File: src/core/srr_pkg.sv
// constants and types of the system reset and recovery counter block
// Function
// halt instruction with halt disabled raises an illegal opcode reset
// opcode fetch from unmapped space sets the address flag and resets
// data read from unmapped space causes no reset
// reset vector bytes reading all ones raise an erased vector reset
// after an erased vector reset the device starts in monitor mode
// low voltage sets its flag and resets unless either disable bit set
// reset held while low voltage stays asserted; counting starts after
// after low voltage clears count 4096 cycles, then 64 before release
// recovery counter is 12 bits, steps on oscillator falling edges
// each counter overflow gives the watchdog its clock pulse
// power-on and halt recovery keep bus clocks off until stable
// the halt instruction clears the recovery counter
// leaving halt samples short recovery: 32 cycles, otherwise 4096
// after every reset state the counter runs freely
// power-on request initialises, then enables the clock generator
// internal bus clock runs at half the clock generator rate
// internal reset asserted while any source active, until count done
package srr_pkg;

    // ********************************************************
    // widths and pin indices
    // ********************************************************
    localparam int CNT_W   = 12;
    localparam int SYNC_W  = 5;
    localparam int PIN_OSC = 0;
    localparam int PIN_CGO = 1;
    localparam int PIN_POR = 2;
    localparam int PIN_LVD = 3;
    localparam int PIN_WAK = 4;

    // ********************************************************
    // recovery counts in oscillator cycles
    // ********************************************************
    localparam int LV_RECOVERY_CYC  = 4096;
    localparam int VECTOR_DELAY_CYC = 64;
    localparam int HALT_SHORT_CYC   = 32;
    localparam int HALT_NORMAL_CYC  = 4096;

    localparam logic [CNT_W-1:0] STAB_LAST   = CNT_W'(LV_RECOVERY_CYC - 1);
    localparam logic [CNT_W-1:0] VECTOR_LAST = CNT_W'(VECTOR_DELAY_CYC - 1);
    localparam logic [CNT_W-1:0] HSHORT_LAST = CNT_W'(HALT_SHORT_CYC - 1);
    localparam logic [CNT_W-1:0] HNORM_LAST  = CNT_W'(HALT_NORMAL_CYC - 1);
    localparam logic [CNT_W-1:0] CNT_ZERO    = 12'h000;
    localparam logic [CNT_W-1:0] CNT_ONE     = 12'h001;
    localparam logic [CNT_W-1:0] CNT_MAX     = 12'hfff;
    localparam logic [7:0]       ERASED_BYTE = 8'hff;

    // ********************************************************
    // carriers
    // ********************************************************
    typedef struct packed {
        logic halt_enable;
        logic lv_monitor_power_disable;
        logic lv_reset_disable;
        logic short_recovery_select;
    } srr_option_register_one_t;

    typedef struct packed {
        logic       valid;
        logic       opcode_fetch;
        logic       unmapped;
        logic       halt_instr;
        logic       vector_fetch;
        logic [7:0] data;
    } srr_bus_cycle_t;

    typedef struct packed {
        logic por;
        logic illegal_opcode;
        logic illegal_address_flag;
        logic erased_vector_reset;
        logic low_voltage;
    } srr_reset_status_reg_t;

    localparam srr_reset_status_reg_t STATUS_POR_VALUE = 5'h10;
    localparam srr_reset_status_reg_t STATUS_ZERO      = 5'h00;

    typedef enum {
        ST_HOLD,
        ST_STAB,
        ST_VECTOR,
        ST_RUN,
        ST_HALT,
        ST_HALT_REC
    } srr_state_t;

endpackage

File: src/core/srr_sync.sv
// two-flop synchroniser, one per pin
module srr_sync
    import srr_pkg::*;
#(
    parameter int WIDTH = SYNC_W
) (
    // clock and reset
    input  wire logic             i_ref_clk,
    input  wire logic             i_rst_b,
    // pins
    input  wire logic [WIDTH-1:0] i_async,
    output logic      [WIDTH-1:0] o_sync
);

    logic [WIDTH-1:0] meta_q;
    logic [WIDTH-1:0] sync_q;

    genvar g;
    generate
        for (g = 0; g < WIDTH; g++) begin : g_bit
            always_ff @(posedge i_ref_clk or negedge i_rst_b) begin
                // power-on pin reads asserted in reset, no false enable
                if (!i_rst_b) begin
                    meta_q[g] <= 1'(g == PIN_POR);
                    sync_q[g] <= 1'(g == PIN_POR);
                end else begin
                    meta_q[g] <= i_async[g];
                    sync_q[g] <= meta_q[g];
                end
            end
        end
    endgenerate

    assign o_sync = sync_q;

endmodule

File: src/core/srr_counter.sv
// 12-bit recovery counter with clear and overflow pulse
module srr_counter
    import srr_pkg::*;
(
    // clock and reset
    input  wire logic             i_ref_clk,
    input  wire logic             i_rst_b,
    // control
    input  wire logic             i_clear,
    input  wire logic             i_step,
    // state
    output logic      [CNT_W-1:0] o_count,
    output logic                  o_wrap
);

    logic [CNT_W-1:0] cnt_q;

    always_ff @(posedge i_ref_clk or negedge i_rst_b) begin
        if (!i_rst_b) begin
            cnt_q <= CNT_ZERO;
        end else if (i_clear) begin
            cnt_q <= CNT_ZERO;
        end else if (i_step) begin
            cnt_q <= cnt_q + CNT_ONE;
        end
    end

    // overflow is the step out of the top value
    assign o_wrap  = i_step && !i_clear && (cnt_q == CNT_MAX);
    assign o_count = cnt_q;

endmodule

File: src/core/srr_top.sv
// reset source handling and recovery sequencing of the integration unit
module srr_top
    import srr_pkg::*;
(
    // clock and reset
    input  wire logic                     i_ref_clk,
    input  wire logic                     i_rst_b,
    // pins from clock generator and detectors
    input  wire logic                     i_selected_osc_clock,
    input  wire logic                     i_clock_gen_output,
    input  wire logic                     i_power_on_reset_req,
    input  wire logic                     i_low_voltage_detector,
    input  wire logic                     i_wake_irq,
    // cpu side
    input  wire srr_bus_cycle_t           i_bus_cycle,
    input  wire srr_option_register_one_t i_option_register_one,
    input  wire logic                     i_status_clear,
    // reset and mode outputs
    output logic                          o_internal_reset,
    output srr_reset_status_reg_t         o_reset_status_reg,
    output logic                          o_monitor_mode,
    output logic                          o_halted,
    // clocking outputs
    output logic                          o_clkgen_enable,
    output logic                          o_bus_clk_enable,
    output logic                          o_internal_bus_clk,
    output logic                          o_watchdog_tick,
    output logic [CNT_W-1:0]              o_recovery_count
);

    // ********************************************************
    // pin synchronisation and edges
    // ********************************************************
    logic [SYNC_W-1:0] pins;
    logic [SYNC_W-1:0] pins_s;
    logic              osc_s;
    logic              cgo_s;
    logic              por_s;
    logic              lvd_s;
    logic              wake_s;
    logic              osc_prev_q;
    logic              cgo_prev_q;
    logic              osc_fall;
    logic              cgo_rise;

    assign pins[PIN_OSC] = i_selected_osc_clock;
    assign pins[PIN_CGO] = i_clock_gen_output;
    assign pins[PIN_POR] = i_power_on_reset_req;
    assign pins[PIN_LVD] = i_low_voltage_detector;
    assign pins[PIN_WAK] = i_wake_irq;

    srr_sync #(
        .WIDTH   (SYNC_W)
    ) u_sync (
        .i_ref_clk (i_ref_clk),
        .i_rst_b   (i_rst_b),
        .i_async   (pins),
        .o_sync    (pins_s)
    );

    assign osc_s  = pins_s[PIN_OSC];
    assign cgo_s  = pins_s[PIN_CGO];
    assign por_s  = pins_s[PIN_POR];
    assign lvd_s  = pins_s[PIN_LVD];
    assign wake_s = pins_s[PIN_WAK];

    always_ff @(posedge i_ref_clk or negedge i_rst_b) begin
        if (!i_rst_b) begin
            osc_prev_q <= 1'b0;
            cgo_prev_q <= 1'b0;
        end else begin
            osc_prev_q <= osc_s;
            cgo_prev_q <= cgo_s;
        end
    end

    // oscillator is far slower than the reference, so edges are never lost
    assign osc_fall = osc_prev_q && !osc_s;
    assign cgo_rise = !cgo_prev_q && cgo_s;

    // ********************************************************
    // reset sources
    // ********************************************************
    srr_state_t       state_q;
    logic             run;
    logic             lv_active;
    logic             hard_src;
    logic             ev_ilop;
    logic             ev_illegal_address_flag;
    logic             ev_erase;
    logic             ev_halt;
    logic             int_event;
    logic             monitor_q;
    logic             halt_short_q;
    logic [CNT_W-1:0] cnt;
    logic             wrap;
    logic             cnt_clear;
    logic             cnt_step;
    logic             stab_done;
    logic             vec_done;
    logic             halt_done;
    logic             bus_en;

    assign run = (state_q == ST_RUN);

    assign lv_active = lvd_s
                     && !i_option_register_one.lv_monitor_power_disable
                     && !i_option_register_one.lv_reset_disable;

    assign hard_src = por_s || lv_active;

    assign ev_ilop = run && i_bus_cycle.valid && i_bus_cycle.halt_instr
                   && !i_option_register_one.halt_enable;

    // only opcode fetches qualify; data reads fall through harmlessly
    assign ev_illegal_address_flag = run && i_bus_cycle.valid && i_bus_cycle.opcode_fetch
                   && i_bus_cycle.unmapped;

    // monitor vectors are not checked again, avoiding a reset loop
    assign ev_erase = run && i_bus_cycle.valid && i_bus_cycle.vector_fetch
                    && (i_bus_cycle.data == ERASED_BYTE)
                    && !monitor_q;

    assign ev_halt = run && i_bus_cycle.valid && i_bus_cycle.halt_instr
                   && i_option_register_one.halt_enable;

    assign int_event = ev_ilop || ev_illegal_address_flag || ev_erase;

    // ********************************************************
    // recovery counter
    // ********************************************************
    assign cnt_clear = (state_q == ST_HOLD) || (state_q == ST_HALT)
                     || ev_halt;
    assign cnt_step  = osc_fall;

    srr_counter u_counter (
        .i_ref_clk (i_ref_clk),
        .i_rst_b   (i_rst_b),
        .i_clear   (cnt_clear),
        .i_step    (cnt_step),
        .o_count   (cnt),
        .o_wrap    (wrap)
    );

    assign stab_done = osc_fall && (cnt == STAB_LAST);
    assign vec_done  = osc_fall && (cnt == VECTOR_LAST);
    assign halt_done = osc_fall
                     && (cnt == (halt_short_q ? HSHORT_LAST
                                              : HNORM_LAST));

    // ********************************************************
    // sequencer
    // ********************************************************
    always_ff @(posedge i_ref_clk or negedge i_rst_b) begin
        if (!i_rst_b) begin
            state_q <= ST_HOLD;
        end else if (hard_src) begin
            state_q <= ST_HOLD;
        end else begin
            case (state_q)
                ST_HOLD: begin
                    state_q <= ST_STAB;
                end
                ST_STAB: begin
                    if (stab_done) begin
                        state_q <= ST_VECTOR;
                    end
                end
                ST_VECTOR: begin
                    if (vec_done) begin
                        state_q <= ST_RUN;
                    end
                end
                ST_RUN: begin
                    if (int_event) begin
                        state_q <= ST_HOLD;
                    end else if (ev_halt) begin
                        state_q <= ST_HALT;
                    end
                end
                ST_HALT: begin
                    if (wake_s) begin
                        state_q <= ST_HALT_REC;
                    end
                end
                ST_HALT_REC: begin
                    if (halt_done) begin
                        state_q <= ST_RUN;
                    end
                end
                default: begin
                    state_q <= ST_HOLD;
                end
            endcase
        end
    end

    // short recovery choice is sampled at the wake event only
    always_ff @(posedge i_ref_clk or negedge i_rst_b) begin
        if (!i_rst_b) begin
            halt_short_q <= 1'b0;
        end else if (state_q == ST_HALT && wake_s) begin
            halt_short_q <= i_option_register_one.short_recovery_select;
        end
    end

    // ********************************************************
    // status flags and monitor mode
    // ********************************************************
    srr_reset_status_reg_t status_q;

    // a flag that sets in the clearing cycle survives the clear
    always_ff @(posedge i_ref_clk or negedge i_rst_b) begin
        if (!i_rst_b) begin
            status_q <= STATUS_POR_VALUE;
        end else if (por_s) begin
            status_q <= STATUS_POR_VALUE;
        end else begin
            status_q.por <= status_q.por && !i_status_clear;
            status_q.illegal_opcode <= ev_ilop
                || (status_q.illegal_opcode && !i_status_clear);
            status_q.illegal_address_flag <= ev_illegal_address_flag
                || (status_q.illegal_address_flag && !i_status_clear);
            status_q.erased_vector_reset <= ev_erase
                || (status_q.erased_vector_reset && !i_status_clear);
            status_q.low_voltage <= lv_active
                || (status_q.low_voltage && !i_status_clear);
        end
    end

    always_ff @(posedge i_ref_clk or negedge i_rst_b) begin
        if (!i_rst_b) begin
            monitor_q <= 1'b0;
        end else if (por_s) begin
            monitor_q <= 1'b0;
        end else if (ev_erase) begin
            monitor_q <= 1'b1;
        end
    end

    // ********************************************************
    // clock generator and bus clock
    // ********************************************************
    logic clkgen_en_q;
    logic bus_clk_q;
    logic tick_q;

    always_ff @(posedge i_ref_clk or negedge i_rst_b) begin
        if (!i_rst_b) begin
            clkgen_en_q <= 1'b0;
        end else begin
            clkgen_en_q <= !por_s;
        end
    end

    assign bus_en = (state_q == ST_VECTOR) || run;

    always_ff @(posedge i_ref_clk or negedge i_rst_b) begin
        if (!i_rst_b) begin
            bus_clk_q <= 1'b0;
        end else if (!bus_en) begin
            bus_clk_q <= 1'b0;
        end else if (cgo_rise) begin
            bus_clk_q <= !bus_clk_q;
        end
    end

    always_ff @(posedge i_ref_clk or negedge i_rst_b) begin
        if (!i_rst_b) begin
            tick_q <= 1'b0;
        end else begin
            tick_q <= wrap;
        end
    end

    // ********************************************************
    // outputs
    // ********************************************************
    assign o_internal_reset   = (state_q == ST_HOLD) || (state_q == ST_STAB)
                              || (state_q == ST_VECTOR);
    assign o_reset_status_reg = status_q;
    assign o_monitor_mode     = monitor_q;
    assign o_halted           = (state_q == ST_HALT)
                              || (state_q == ST_HALT_REC);
    assign o_clkgen_enable    = clkgen_en_q;
    assign o_bus_clk_enable   = bus_en;
    assign o_internal_bus_clk = bus_clk_q;
    assign o_watchdog_tick    = tick_q;
    assign o_recovery_count   = cnt;
endmodule

File: config.mk
export PLATFORM = sky130hd
export DESIGN_NAME = srr_top
export DESIGN_NICKNAME = d
export VERILOG_FILES = /design/src/core/srr_pkg.sv /design/src/core/srr_sync.sv /design/src/core/srr_counter.sv /design/src/core/srr_top.sv
export SDC_FILE = /design/constraint.sdc
export NUM_CORES = 1
export LEC_CHECK = 0
export BUFFER_PORTS_ARGS = -buffer_cell sky130_fd_sc_hd__buf_2
export CAP_MARGIN = 20
export CORE_MARGIN = 3
export CORE_UTILIZATION = 25
export DETAILED_ROUTE_END_ITERATION = 6
export HOLD_SLACK_MARGIN = 0.05
export PLACE_DENSITY = 0.5
export SYNTH_ARGS = -nofsm -noshare
export SYNTH_HDL_FRONTEND = slang
export SYNTH_SLANG_ARGS = --single-unit
File: constraint.sdc
create_clock -name i_ref_clk -period 4.75 [get_ports i_ref_clk]
set_input_delay 0.95 -clock i_ref_clk [delete_from_list [all_inputs] [get_ports i_ref_clk]]
set_output_delay 0.95 -clock i_ref_clk [all_outputs]
set_load 0.005 [all_outputs]
==> out/qor.yml <==
detailed_routing:
  drc_errors: 0
  drt-met1-wl_mm: 1.748
  wirelength_mm: 3.710
  top_layer: "met4"
  drt_iter0_drc: 95
  route.met2.wl_mm: 1.698
  num_vias: 1277
  routed-wl-met3_microns: 186
  ant_nets: 0
  drt-pass1-iter-count: 5
  wire_per_inst_microns: 13.35
  vias_per_cell: 4.594
synth:
  synth_seq_cells: 37
  yosys-top-cells-area: "dfrtp_1, dfstp_2, nor2_1"
  yosys_warnings: 0
  post_synth_xor_area_fraction_pct: 6.527
  yosys.area_share.simple_pct: 21.13
  avgSynthCellArea_sq_um: 10.74
  netlist_instances: 150
  synth.distinct_cells: 39
  seq_area_frac_synth_pct: 57.73
  synth_mux_area_share_pct: 1.321
  synth.most_common_cell: "dfrtp_1"
  synth_top_area_share_pct: 52.84
  synth_area_sq_um: 1610
  synth_compound_area_share_pct: 10.02
  yosys.area.top_type: "dfrtp_1"
  ys_async_sr_fraction_pct: 100.0
  synth_fa_ha_area_share_pct: 0.7770
  synth-edff-count: 0
  yosys_most_used_dff: "dfrtp_1"
  syn-num-nets: 176
  synth_top_cells_by_count: "dfrtp_1, nor2_1"
  synth_top_family_by_area: "simple AND/OR/NAND/NOR gates"
cts:
  cts_resized: 0
  htreeDepth: 2
  cts_buffers: 5
  postCtsSetupRepairBufs: 0
  postCtsHoldBufs: 0
  cts_root_buf: "clkbuf_8"
  clk_pin_slew_ns: 0.08
  worst_skew_pair.late_latency_ns: 0.29
  cts.sinks: 37
  clk_path_buf_depth: 2
  cts_tree: "done"
die:
  die-area_sq_um: 7440
  core-area_sq_um: 6061
  start_util_pct: 26.57
  ioPinCount: 49
  die_w_microns: 86.26
  num_rows: 28
  die_h_microns: 86.26
worst_setup_path:
  crit_required_ns: 4.97
  crit_arrival_ns: 2.44
  cp-end-kind: "register"
  crit_path_max_fanout: 4
  start_kind: "input port"
  worstSetupPathType: "input port to register"
timing:
  rsz0062_at_grt: "no"
  setup_violations: 0
  finalClockSkew_ns: 0.002420
  fin_crit_ns: 2.226
  report.final.slew_viol_count: 0
  tns_ns: 0
  max_freq_ghz: 0.4492
  hold_violations: 0
  max_slew.worst_pin.slew_ns: 0.9306
  min_period_over_period_pct: 46.87
  layout_setup_ws_ns: 2.524
  slew_headroom_pct: 37.54
placed_design:
  post-place-ws_ns: 2.233
  place.gp.congestion: 0.7199
  place_hpwl_mm: 2.660
  io_buffers: 48
flow_run:
  cap_violations: 0
global_route:
  grt_pass1_vias: 1282
  antenna_found_initial: 0
  grt_overflow_total: 0
  grt_pass1_wl_mm: 6.147
  grt_max_degree: 38
  grtUsageTotal_pct: 10.64
layout:
  fin_nets: 228
  fill_cells: 637
  area_growth_pct: 27.04
  antenna_cells: 0
  largest_reg_flops: 12
  layout-drive-gt1-share_pct: 31.03
power:
  peakVddDrop_mv: 0.1800
  power_leakage_nw: 0.9731
  power.density_nw_per_um2: 378.3
worst_hold_path:
  hold_class: "register to register"
status:
  outcome: "finished, final reports clean"
## worst paths after layout
path,cells after the start,end,slack (ns),from
max,6,state_q[0],2.52,i_bus_cycle[6]
max reg2reg,6,state_q[0],2.72,u_counter.o_count[0]
min reg2reg,0,u_sync.o_sync[4],0.35,u_sync.meta_q[4]
min,0,u_sync.o_sync[4],0.35,u_sync.meta_q[4]
min in group asynchronous,1,o_reset_status_reg[3],0.75,i_rst_b
max in group asynchronous,1,u_counter.o_count[1],3.48,i_rst_b
## report_power, final
part           leakage (nW)  switching, mW  internal (mW)
sequential            0.477         0.0284          0.335
clock                0.0543          0.121          0.157
combinational         0.442         0.0764         0.0558
## logic make-up after synthesis
kind of cell	after synthesis
muxes	2
buffers and inverters	10
xor gates and xnor gates	12
and+or+nand+nor	64
DFF	37
adders and majority gates	1
AOI/OAI and AO/OA	24
## routing by layer
layer  track usage [%]  up-vias
li1                  -      631
met1             13.21      608
met2             17.03       32
met3             3.042        6
met4             5.099        0
met5                 0        -
## metrics by stage
stage               cell area [sq um]  hold WS, ns  total power [mW]  cells  utilization [%]
finish                           2046       0.3529            0.7738    278            33.75
global route                     2046       0.3577            0.8189    278            33.75
CTS                              2046       0.3539            0.7847    278            33.75
detailed placement               1931       0.3347            0.5026    270            31.85
global placement                 1931       0.3317            0.5021    270            31.85
floorplan                        1610       0.3312            0.4556    150                -
## worst max-delay path: stages
cell and delay (ns):
buf_2 0.07, and4_1 0.20, nand3_2 0.10, o41a_1 0.43, or4_1 0.53, a21oi_1 0.16
## cell type report
cell class / count / area (sq um) / area share [%]
clock buffer: 5 / 68.82 / 3.364
clock inverter: 3 / 46.29 / 2.263
inverter: 7 / 26.28 / 1.284
multi-input combinational: 103 / 640.6 / 31.31
sequential: 37 / 929.6 / 45.44
tap: 75 / 93.84 / 4.587
timing repair buffer: 48 / 240.2 / 11.74
## cells in the final DEF (no fill, tap or decap), types with 4 or more instances in the layout
cell type and n:
nor2_1 21, dfrtp_1 34, a21oi_1 7, xnor2_1 5, clkbuf_8 5, xor2_1 7, nor3_1 4, buf_2 48
nand3_1 7, nor2b_1 5, inv_1 7, nand2_1 7
Power figures use the tool's default switching activity.
